## config.mk

```make
export PLATFORM = sky130hd
export DESIGN_NAME = controller_config_and_commands
export DESIGN_NICKNAME = d
export VERILOG_FILES = /design/src/inc/ctrl_cfg_pkg.sv /design/src/rtl/controller_config_and_commands.sv /design/src/rtl/watchdog_tick_gen.sv
export VERILOG_INCLUDE_DIRS = /design/src /design/src/inc
export SDC_FILE = /design/constraint.sdc
export NUM_CORES = 1
export LEC_CHECK = 0
export ABC_AREA = 0
export BUFFER_PORTS_ARGS = -buffer_cell sky130_fd_sc_hd__buf_4
export CORE_ASPECT_RATIO = 1.4
export CORE_MARGIN = 2
export CORE_UTILIZATION = 57
export CTS_CLUSTER_SIZE = 10
export DETAILED_ROUTE_END_ITERATION = 12
export PLACE_DENSITY = 0.95
export SLEW_MARGIN = 20
export SYNTH_ARGS = -nofsm -noshare
export SYNTH_HDL_FRONTEND = slang
export SYNTH_SLANG_ARGS = --single-unit
```

## constraint.sdc

```tcl
create_clock -name clk -period 8.6 [get_ports clk]
set_input_delay 1.29 -clock clk [delete_from_list [all_inputs] [get_ports clk]]
set_output_delay 1.29 -clock clk [all_outputs]
set_load 0.02 [all_outputs]
```

## src/inc/ctrl_cfg_defs.svh

```systemverilog
// constants for the controller configuration and command registers
// assumes a 32-bit word-aligned register bus; offsets are byte addresses
//
// Summary of operation
// - soft reset write asserts reset when permitted
// - soft reset write ignored when not permitted
// - power-down write enters power-down when permitted
// - power-down write ignored when not permitted
// - bit 3 selects block protection
// - bit 4 selects watchdog divide-by-16 prescaler
// - mask bits 5,7,9,11,13 suppress error sources
// - cpu error mode: bit 6 reset, else halt
// - cpu hardware fault: bit 8 reset, else halt
// - integer compare error: bit 10 reset/halt
// - float compare error: bit 12 reset/halt
// - controller internal fault: bit 14 reset/halt
// - bit 19 one keeps rate, zero halves
// - bits 31-24 hold scaler, reset one
// - bit 23 picks system or watchdog clock
// - writes only from supervisor or halted-cpu dma
`ifndef CTRL_CFG_DEFS_SVH
`define CTRL_CFG_DEFS_SVH

// ****************************************************************
// register map
// ****************************************************************
`define CFG_ADDR_CONFIG    32'h01f80000
`define CFG_ADDR_SOFTRST   32'h01f80004
`define CFG_ADDR_PWRDOWN   32'h01f80008
`define CFG_ADDR_IRQSTAT   32'h01f800f0
`define CFG_ADDR_IRQMASK   32'h01f800f4

// ****************************************************************
// configuration fields
// ****************************************************************
`define CFG_PWRDN_PERMIT   0
`define CFG_SRST_PERMIT    1
`define CFG_BUS_TIMEOUT    2
`define CFG_BLOCK_PROT     3
`define CFG_WD_PRESCALE    4
`define CFG_ERR_BASE       5
`define CFG_RESERVED       15
`define CFG_DMA_ALLOW      16
`define CFG_DMA_PARITY     17
`define CFG_DMA_TIMEOUT    18
`define CFG_RATE_NOHALVE   19
`define CFG_SER_PARITY_ON  20
`define CFG_SER_PARITY_ODD 21
`define CFG_SER_TWO_STOP   22
`define CFG_SER_CLK_SEL    23
`define CFG_SCALER_LSB     24
`define CFG_RESET_VALUE    32'h01b50014
`define CFG_WRITE_MASK     32'hffff7fff

// ****************************************************************
// interrupt status bits
// ****************************************************************
`define IRQ_SOFT_RESET     0
`define IRQ_POWER_DOWN     1
`define IRQ_ERR_RESET      2
`define IRQ_ERR_HALT       3
`define IRQ_BITS           4
`define WD_PRESCALE_DIV    16

`endif

```

## src/inc/ctrl_cfg_pkg.sv

```systemverilog
// types shared by the configuration register bank
// assumes the defs header is on the include path
package ctrl_cfg_pkg;
  typedef enum logic [2:0] {
    BUS_IDLE  = 3'b001,
    BUS_WRITE = 3'b010,
    BUS_READ  = 3'b100
  } bus_state_t;
  typedef logic [4:0] err_vec_t;
endpackage

```

## src/rtl/controller_config_and_commands.sv

```systemverilog
// configuration register and reset/power-down command registers
// assumes an Avalon-MM master on clk; error inputs are asynchronous pins
`include "ctrl_cfg_defs.svh"
module controller_config_and_commands (
  input  wire logic        clk,              // system clock, 25 MHz
  input  wire logic        rst,              // async reset, active high
  input  wire logic        ce,               // clock enable
  input  wire logic [31:0] address,          // avalon byte address
  input  wire logic        read,             // avalon read
  input  wire logic        write,            // avalon write
  input  wire logic [31:0] writedata,        // avalon write data
  input  wire logic [3:0]  byteenable,       // avalon byte enables
  output logic [31:0]      readdata,         // avalon read data
  output logic             waitrequest,      // avalon wait
  output logic [1:0]       response,         // 00 ok, 10 slave error
  input  wire logic        supervisor,       // cpu in supervisor mode
  input  wire logic        dmaAccess,        // access comes from dma
  input  wire logic        cpuHalted,        // cpu halted
  input  wire logic        cpuErrorMode,     // cpu error mode pin, high active
  input  wire logic        cpuHwFault_n,     // cpu hardware fault, low active
  input  wire logic        cpuCompareErr,    // integer unit compare error
  input  wire logic        floatCompareErr,  // float unit compare error
  input  wire logic        ctrlInternalFault,// controller internal fault
  input  wire logic        watchdogClock,    // watchdog external clock pin
  output logic             systemReset,      // system reset pulse
  output logic             powerDown,        // power-down mode level
  output logic             errorHalt,        // error halt level
  output logic             busTimeoutEnable, // bus timeout on
  output logic             blockProtectSel,  // block protection selected
  output logic             watchdogTick,     // watchdog count tick
  output logic             dmaAllow,         // dma enabled
  output logic             dmaParityCheck,   // dma parity enabled
  output logic             dmaSessionTimeout,// dma session timeout on
  output logic             serialParityOn,   // uart parity enabled
  output logic             serialParityOdd,  // uart odd parity
  output logic             serialTwoStop,    // uart two stop bits
  output logic             serialClockSel,   // uart clock: 1 system, 0 watchdog
  output logic             serialRateNoHalve,// uart rate not halved
  output logic [7:0]       serialScaler,     // uart scaler divide factor
  output logic             irq               // level interrupt
);
  import ctrl_cfg_pkg::*;

  // ****************************************************************
  // pin synchronisers
  // ****************************************************************
  logic [5:0] pinMeta_r;
  logic [5:0] pinSync_r;
  wire  [5:0] pinRaw = {watchdogClock, ctrlInternalFault, floatCompareErr,
                        cpuCompareErr, ~cpuHwFault_n, cpuErrorMode};

  always_ff @(posedge clk or posedge rst) begin
    if (rst) begin
      pinMeta_r <= 6'h00;
      pinSync_r <= 6'h00;
    end else if (ce) begin
      pinMeta_r <= pinRaw;
      pinSync_r <= pinMeta_r;
    end
  end

  // ****************************************************************
  // bus decode
  // ****************************************************************
  bus_state_t  state_r;
  bus_state_t  state_nxt;
  logic [31:0] cfg_r;
  logic [`IRQ_BITS-1:0] irqStat_r;
  logic [`IRQ_BITS-1:0] irqMask_r;

  wire hitCfg   = (address == `CFG_ADDR_CONFIG);
  wire hitSrst  = (address == `CFG_ADDR_SOFTRST);
  wire hitPdown = (address == `CFG_ADDR_PWRDOWN);
  wire hitStat  = (address == `CFG_ADDR_IRQSTAT);
  wire hitMask  = (address == `CFG_ADDR_IRQMASK);
  wire hitAny   = hitCfg | hitSrst | hitPdown | hitStat | hitMask;
  // sub-word access is refused like any other illegal access
  wire fullWord = (byteenable == 4'hf);
  wire privOk   = supervisor | (dmaAccess & cpuHalted);
  wire idle     = (state_r == BUS_IDLE);
  wire wrTake   = idle & write & hitAny & fullWord & privOk;
  wire rdOk     = hitAny & fullWord;
  wire wrCfg    = wrTake & hitCfg;
  wire wrStat   = wrTake & hitStat;
  wire wrMask   = wrTake & hitMask;
  wire srstCmd  = wrTake & hitSrst & cfg_r[`CFG_SRST_PERMIT];
  wire pdownCmd = wrTake & hitPdown & cfg_r[`CFG_PWRDN_PERMIT];

  wire [31:0] rdMux =
      hitCfg  ? (cfg_r & `CFG_WRITE_MASK) :
      hitStat ? {{(32-`IRQ_BITS){1'b0}}, irqStat_r} :
      hitMask ? {{(32-`IRQ_BITS){1'b0}}, irqMask_r} : 32'h00000000;

  // one wait cycle, answer in the following cycle
  always_comb begin
    state_nxt = state_r;
    case (state_r)
      BUS_IDLE: begin
        if (write)
          state_nxt = BUS_WRITE;
        else if (read)
          state_nxt = BUS_READ;
      end
      BUS_WRITE: state_nxt = BUS_IDLE;
      BUS_READ:  state_nxt = BUS_IDLE;
      default:   state_nxt = BUS_IDLE;
    endcase
  end

  always_ff @(posedge clk or posedge rst) begin
    if (rst) begin
      state_r     <= BUS_IDLE;
      waitrequest <= 1'b1;
      readdata    <= 32'h00000000;
      response    <= 2'h0;
    end else if (ce) begin
      state_r     <= state_nxt;
      waitrequest <= ~(idle & (read | write));
      if (idle & read)
        readdata <= rdOk ? rdMux : 32'h00000000;
      if (idle & (read | write))
        response <= (write ? (wrTake | (hitAny & fullWord & ~privOk & 1'b0)) : rdOk)
                    ? 2'h0 : 2'h2;
    end
  end

  // ****************************************************************
  // configuration register
  // ****************************************************************
  always_ff @(posedge clk or posedge rst) begin
    if (rst)
      cfg_r <= `CFG_RESET_VALUE;
    else if (ce && wrCfg)
      cfg_r <= writedata & `CFG_WRITE_MASK;
  end

  // ****************************************************************
  // error handling
  // ****************************************************************
  wire  err_vec_t errIn   = pinSync_r[4:0];
  logic [4:0]     errPrev_r;
  wire  [4:0]     errRise = errIn & ~errPrev_r;
  wire  [4:0]     errMask;
  wire  [4:0]     errAct;
  genvar g;
  for (g = 0; g < 5; g++) begin : g_err
    assign errMask[g] = cfg_r[`CFG_ERR_BASE + 2*g];
    assign errAct[g]  = cfg_r[`CFG_ERR_BASE + 2*g + 1];
  end
  wire [4:0] errLive  = errRise & ~errMask;
  // reset versus halt per source, in bit order 6,8,10,12,14
  wire errReset = |(errLive & errAct);
  wire errHalt  = |(errLive & ~errAct);

  always_ff @(posedge clk or posedge rst) begin
    if (rst) begin
      errPrev_r   <= 5'h00;
      systemReset <= 1'b0;
      powerDown   <= 1'b0;
      errorHalt   <= 1'b0;
    end else if (ce) begin
      errPrev_r   <= errIn;
      systemReset <= srstCmd | errReset;
      // power-down and halt hold until the system reset they end
      powerDown   <= ~(srstCmd | errReset) & (powerDown | pdownCmd);
      errorHalt   <= ~(srstCmd | errReset) & (errorHalt | errHalt);
    end
  end

  // ****************************************************************
  // interrupt status and mask
  // ****************************************************************
  wire [`IRQ_BITS-1:0] irqEvt = {errHalt, errReset, pdownCmd, srstCmd};
  wire [`IRQ_BITS-1:0] irqClr = wrStat ? writedata[`IRQ_BITS-1:0] : '0;

  always_ff @(posedge clk or posedge rst) begin
    if (rst) begin
      irqStat_r <= '0;
      irqMask_r <= '0;
      irq       <= 1'b0;
    end else if (ce) begin
      // set wins over a clear in the same cycle
      irqStat_r <= (irqStat_r & ~irqClr) | irqEvt;
      if (wrMask)
        irqMask_r <= writedata[`IRQ_BITS-1:0];
      irq <= |(((irqStat_r & ~irqClr) | irqEvt) & (wrMask ? writedata[`IRQ_BITS-1:0]
                                                          : irqMask_r));
    end
  end

  // ****************************************************************
  // configuration outputs
  // ****************************************************************
  always_ff @(posedge clk or posedge rst) begin
    if (rst) begin
      busTimeoutEnable  <= 1'b1;
      blockProtectSel   <= 1'b0;
      dmaAllow          <= 1'b1;
      dmaParityCheck    <= 1'b0;
      dmaSessionTimeout <= 1'b1;
      serialParityOn    <= 1'b1;
      serialParityOdd   <= 1'b1;
      serialTwoStop     <= 1'b0;
      serialClockSel    <= 1'b1;
      serialRateNoHalve <= 1'b0;
      serialScaler      <= 8'h01;
    end else if (ce) begin
      busTimeoutEnable  <= cfg_r[`CFG_BUS_TIMEOUT];
      blockProtectSel   <= cfg_r[`CFG_BLOCK_PROT];
      dmaAllow          <= cfg_r[`CFG_DMA_ALLOW];
      dmaParityCheck    <= cfg_r[`CFG_DMA_PARITY];
      dmaSessionTimeout <= cfg_r[`CFG_DMA_TIMEOUT];
      serialParityOn    <= cfg_r[`CFG_SER_PARITY_ON];
      serialParityOdd   <= cfg_r[`CFG_SER_PARITY_ODD];
      serialTwoStop     <= cfg_r[`CFG_SER_TWO_STOP];
      serialClockSel    <= cfg_r[`CFG_SER_CLK_SEL];
      serialRateNoHalve <= cfg_r[`CFG_RATE_NOHALVE];
      serialScaler      <= cfg_r[`CFG_SCALER_LSB +: 8];
    end
  end

  // ****************************************************************
  // watchdog tick
  // ****************************************************************
  watchdog_tick_gen #(
    .DIV(`WD_PRESCALE_DIV)
  ) u_wdtick (
    .clk        (clk),
    .rst        (rst),
    .ce         (ce),
    .wdClkSync  (pinSync_r[5]),
    .prescaleOn (cfg_r[`CFG_WD_PRESCALE]),
    .tick       (watchdogTick)
  );
endmodule

```

## src/rtl/watchdog_tick_gen.sv

```systemverilog
// watchdog clock tick generator with optional divide-by-16 prescale
// assumes the watchdog clock arrives already synchronised as a level
`include "ctrl_cfg_defs.svh"
module watchdog_tick_gen #(
  parameter int DIV = `WD_PRESCALE_DIV
) (
  input  wire logic clk,        // system clock
  input  wire logic rst,        // async reset
  input  wire logic ce,         // clock enable
  input  wire logic wdClkSync,  // synchronised watchdog clock level
  input  wire logic prescaleOn, // divide by DIV when high
  output logic      tick        // one pulse per watchdog period, or per DIV periods when prescaleOn is high
);
  logic       wdPrev_r;
  logic [$clog2(DIV)-1:0] div_r;
  wire        wdRise = wdClkSync & ~wdPrev_r;
  wire        divWrap = (div_r == ($clog2(DIV))'(DIV - 1));

  always_ff @(posedge clk or posedge rst) begin
    if (rst) begin
      wdPrev_r <= 1'b0;
      div_r    <= '0;
      tick     <= 1'b0;
    end else if (ce) begin
      wdPrev_r <= wdClkSync;
      if (wdRise)
        div_r <= divWrap ? '0 : div_r + 1'b1;
      tick <= wdRise & (~prescaleOn | divWrap);
    end
  end
endmodule

```

### Word-level counts from Yosys, hierarchy flattened

Cells that the tools add are included.

* $add $sub $neg: 1
* equality and inequality tests: 9
* multiplexer cells: 12
* bitwise logic cells: 45
* reductions and logical operators: 8

Operators with widths (count)
* 32-bit by 25-bit equality test with 1-bit output (second input constant): 5
* 32-bit 2-to-1 mux: 2
* 5-bit bitwise AND: 4
* 4-bit 2-to-1 mux: 5
* 1-bit bitwise AND: 19
* 5-bit inverter: 3
* 1-bit OR: 10
* 5-bit OR reduction: 2
* 3-bit 2-to-1 mux: 3
* 4-bit bitwise AND: 2
* 4-bit equality test (second input constant): 2
* 2-bit AND reduction: 4
* 1-bit inverter: 5
* 4-bit by 1-bit adder with 4-bit output (second input constant): 1
* 4-bit inverter: 1
* 4-bit OR: 1
* 4-bit OR reduction: 1
* 3-bit by 1-bit equality test with 1-bit output (second input constant): 1
* 3-bit != test (second input constant): 1
* 2-bit 2-to-1 mux: 1
* 1-bit logical AND: 1
* 1-bit 2-to-1 mux: 1

* register bits: 122
* input bits: 82
* output and inout port bits: 58
* logic and storage cells: 103

### Logic depth before layout (Yosys ltp)

* word-level depth: 15
* mapped depth: 7
* gate-level depth less buffers: 6

### Cells and area by module

A second synthesis with hierarchy kept.

* cells, all modules: 391
* area total of the unflattened synthesis: 5310.1 um2

Modules (own cells, without submodules)
* controller_config_and_commands: instances 1, cells each 366, area each 5016.1 um2, seq. area each 2874.0 um2
* watchdog_tick_gen: instances 1, cells each 25, area each 294.0 um2, seq. area each 150.1 um2

### Worst setup path after synthesis

No wires, ideal clock.

* path type: input-to-reg
* start: in address[27]
* end: reg readdata[10]
* library setup time: 66 ps
* arrival: 3262 ps
* required time: 8534 ps
* setup slack: 5272 ps
* stages: 7
* buffers on the path: 1
* cell sequence: nor4_4 -> nand4_4 -> or2_4 -> or4_4 -> nor4_4 -> buf_6 -> a22o_1

* cells in the longest elaborated chain, start to end: 7
* elaborated cells on any way between the ends: 12
* classes of those cells: eq/ne: 5; mux: 2; bitwise: 5

Ends and longest elaborated chain
* start, declared: line controller_config_and_commands.sv:8 `input wire logic [31:0] address,`
* 32-bit by 25-bit equality test with 1-bit output (no source line)
* 1-bit OR (4 in a row): line controller_config_and_commands.sv:76 `wire hitAny = hitCfg | hitSrst | hitPdown | hitStat | hitMask;`
* 1-bit bitwise AND
* 32-bit 2-to-1 mux (*): line controller_config_and_commands.sv:120 `readdata <= rdOk ? rdMux : 32'h00000000;`
* end signal, assigned: line controller_config_and_commands.sv:120
* end, declared: line controller_config_and_commands.sv:13 `output logic [31:0] readdata,`

Mark *: on every way between the ends. The rest lies on a longest branch, timed or not.
A chain may end at the register's enable or synchronous reset.

### Final worst setup path

* start: in address[27]
* end: reg cfg_r[29]

* cells in the longest elaborated chain, start to end: 10
* elaborated cells on any way between the ends: 14
* classes of those cells: eq/ne: 5; bitwise: 8; reduce/logical: 1

Ends and longest elaborated chain
* 32-bit by 25-bit equality test with 1-bit output (no source line)
* 1-bit OR (4 in a row): line controller_config_and_commands.sv:76
* 1-bit bitwise AND (3 in a row): line controller_config_and_commands.sv:81 `wire wrTake = idle & write & hitAny & fullWord & privOk;`
* 1-bit bitwise AND (*): line controller_config_and_commands.sv:83 `wire wrCfg = wrTake & hitCfg;`
* 1-bit logical AND (*): line controller_config_and_commands.sv:133 `else if (ce && wrCfg)`
* end signal, assigned: line controller_config_and_commands.sv:132 `` cfg_r <= `CFG_RESET_VALUE; ``
* end signal, assigned: line controller_config_and_commands.sv:134 `` cfg_r <= writedata & `CFG_WRITE_MASK; ``
* end, declared: line controller_config_and_commands.sv:67 `logic [31:0] cfg_r;`

Marks and branches as above.

==> metrics.md <==
| Metric | Value |
|---|---|
| Die height | ~120 um |
| Post-DP HPWL | between 8 and 9 mm |
| Slew Viols, Final | 0 |
| # clock sinks | 120 |
| Area of the mapped netlist | between 0.005 and 0.006 mm2 |
| Routed Antenna Nets | 0 |
| Compound-Gate Fraction of Synth Area | 0.106 |
| Final Setup Violations | 0 |
| VDD IR max | ~210 uV |
| Post-CTS setup buffers | 0 |
| Post-Synth Simple-Gate Area | 0.119 |
| Crit end category | register |
| Routed vias/inst | between 5 and 6 |
| Crit-path max FO | 31 |
| Vias | about 3900 |
| Max cap viols | 0 |
| Clk pwr share | 0.497 |
| Number of global-route vias before repair | approximately 4200 |
| #FFs+latches synth | 120 |
| First-pass GRT wire length | 20.2 mm |
| RR Startpoint | state_r[0]$_DFFE_PP1P_ |
| Hold Crit Class | reg2reg |
| CTS buffer count | 17 |
| Die W | 84.9 um |
| Combinational fraction of design power | 0.090 |
| DP Area | ~0.0063 mm2 |
| Psw | between 0.3 and 0.4 mW |
| Num ports | 140 |
| Net Sw Frac | 0.233 |
| Slew @ Worst Pin | 0.952 ns |
| Core Util, Final | 0.771 |
| Core ar. | between 0.008 and 0.009 mm2 |
| Routed wire length | 12.2 mm |
| Syn. warnings | 0 |
| Final min period | 4.05 ns |
| Total gr overflow | 0 |
| Tot GR Track Use | 0.257 |
| Area taken by multi-input logic gates | between 0.002 and 0.0025 mm2 |
| Total die area | between 0.009 and 0.01 mm2 |
| Critical path type | in2reg |
| Post-Synthesis Cells | 389 |
| Post-Syn Area per Cell | 13.4 um2 |
| Area Growth Syn to Fin | 32.3% |
| Register area share after synthesis | 0.578 |
| H-Tree Depth | 4 |
| Post-synthesis xor/xnor area fraction | 0.00168 |
| Int Pwr | roughly 1.1 mW |
| Num rows | between 40 and 50 |
| Final Cell Area | about 0.0069 mm2 |
| Worst skew pair latency | 0.41 ns |
| Initial Util | 0.582 |
| Post-synth top flop | dfrtp_1 |
| Pleak | between 3 and 4 nW |
| Crit path launch type | input port |
| Share of cells above drive strength 1 | 0.507 |
| Asr flop ratio synth | 1.00 |
| WHS | 0.484 ns |
| Root Buffer Master | clkbuf_16 |
| Skew final | ~0.0070 ns |
| Yosys top cell area share | 0.493 |
| Largest family of logic cells by synthesized area | multiplexers |
| Top cell type by total area after synthesis | dfrtp_1 |
| Setup TNS | 0 ns |
| # diodes | 0 |
| Pwr dens | ~220 mW/mm2 |
| Routed length per instance | 18.8 um |
| Hold wc startpoint | readdata[1]$_DFFE_PP0P_ |
| Adder-cell share of the synthesized area | 0.00239 |
| # DRC | 0 |
| Crit share post-route | 0.470 |
| Worst relative slew slack | 0.360 |
| Port bufs | 136 |
| Maximum clock path buffer count | 2 |
| Final Hold Fails | 0 |
| Mux share of post-synthesis cell area | 0.159 |
| Register share of total power | 0.414 |
| Status | completed |
| Worst path required time | about 8.9 ns |
| Peak Freq | between 200 and 250 MHz |
| Antenna violations before repair | 0 |
| Synth area leaders | dfrtp_1 (49%), mux2_2 (15%), dfstp_2 (8.5%) |
| Reg area | roughly 0.0030 mm2 |
| Synth cell types | 57 |
| Origin of the worst setup path | address[27] |
| Post_cts resized | 0 |
| Nets | around 600 |
| Pin count of the biggest net entering global routing | between 60 and 70 |
| Cts hold-fix bufs | 0 |
| RSZ-0062 raised after global routing | false |
| CTS clk-pin slew, worst paths | 0.06 ns |
| CTS tree | built |
| Critical path arrival | ~4.3 ns |
| Final GP Congestion | a little under 0.9 |
| FILL cells | about 550 |
| DRT Pass-1 Iters | 6 |
| First DRT Iteration DRCs | 215 |
| Number of synthesized flops with an enable pin | 0 |
==> sequential cells by signal, summed over array words and instances, names as in the netlist, 3 cells and up <==
name and count:
pinMeta_r 6, errPrev_r 5, u_wdtick.div_r 4, pinSync_r 6, serialScaler 8, readdata 31, cfg_r 31, irqMask_r 4
irqStat_r 4, state_r 3
==> power by group through the flow <==
stage	Clock (mW)	Sequential, mW	Combinational [mW]
2_1_floorplan	0	0.622	0.0764
3_3_place_gp	0	0.622	0.124
3_5_place_dp	0	0.625	0.130
4_1_cts	0.751	0.617	0.134
5_1_grt	0.777	0.620	0.146
6_report	0.740	0.617	0.133
==> cells in the mapped netlist (2+ instances only) <==
master and number:
a21o_1 3, a21oi_1 2, a222oi_1 4, a22o_1 22, a22o_2 6, a22oi_1 3
a31oi_1 2, a41oi_1 3, and2_1 3, and3_1 5, and4_1 2, and4bb_2 2
buf_1 4, buf_2 3, buf_4 2, buf_6 3, clkbuf_1 2, clkbuf_8 2
dfrtp_1 103, dfstp_2 17, inv_1 13, mux2_1 5, mux2_2 68, nand2_1 17
nand3_1 6, nand4_1 9, nor2_1 16, nor3b_1 5, nor4_1 6, nor4_4 4
nor4b_1 3, o21a_1 3, o21ai_0 15, o21bai_1 2, o22ai_1 2
==> logic make-up (layout without fill, tap and decap cells) <==
family	Yosys count	in the layout
buffers and inverters	30	184
AO/OA/AOI/OAI	72	72
other	1	2
AND/OR/NAND/NOR	90	90
flip-flops	120	120
adder cells (fa/ha/maj)	1	1
multiplexers	74	74
XOR/XNOR	1	1
==> per-layer routing <==
layer	GRT usage	up-vias	wire length [um]
met3	0.0760	28	738
met2	0.440	153	6710
met4	0.104	0	245
li1	-	1740	-
met5	0	-	0
met1	0.299	1957	4550
==> placed cells by master, fill, tap and decap left out, types with 4 or more instances in the layout <==
master / synthesis / routed
a222oi_1: 4 / 4
dfrtp_1: 103 / 103
nor4_1: 6 / 6
o21ai_0: 15 / 15
mux2_1: 5 / 5
a22o_1: 22 / 22
mux2_2: 68 / 68
and3_1: 5 / 5
clkinv_2: 0 / 4
clkbuf_16: 0 / 17
inv_1: 13 / 12
nand3_1: 6 / 5
nor2_1: 16 / 16
nand4_1: 9 / 9
a22o_2: 6 / 6
nor3b_1: 5 / 5
nor4_4: 4 / 4
buf_4: 2 / 139
bufinv_16: 0 / 4
dfstp_2: 17 / 17
nand2_1: 17 / 17
==> critical path, stage by stage <==
cell     delay (ns)
buf_4          0.12
nor4_4         0.31
nand4_4        0.20
or2_4          0.30
nor3_1         0.61
nand3_2        0.88
mux2_1         0.61
==> area by class of cell <==
class,count,area share
Clock buffer,17,0.0615
Clock inverter,15,0.0288
Inverter,13,0.00742
Multi-Input combinational cell,240,0.295
Sequential cell,120,0.437
Tap cell,107,0.0194
Timing Repair Buffer,139,0.151
==> per-stage QoR <==
stage / power, mW / std cells / setup slack (ns)
after floorplan: 0.698 / 390 / 4.15
after global placement: 0.746 / 619 / 4.17
after detailed placement: 0.756 / 619 / 4.12
after CTS: 1.50 / 651 / 4.57
after global routing: 1.54 / 651 / 4.24
final: 1.49 / 651 / 4.55
==> final timing paths <==
kind	to	slack [ns]	cells after the start
setup / recovery	cfg_r[29]$_DFFE_PP0P_	4.55	7
hold / removal	readdata[1]$_DFFE_PP0P_	0.48	2
hold reg to reg	readdata[1]$_DFFE_PP0P_	0.48	2
setup reg to reg	cfg_r[29]$_DFFE_PP0P_	5.40	6
min in group asynchronous	readdata[18]$_DFFE_PP0P_	0.99	2
max in group asynchronous	readdata[22]$_DFFE_PP0P_	6.38	3
No activity file was read; power rests on OpenSTA's default activity.
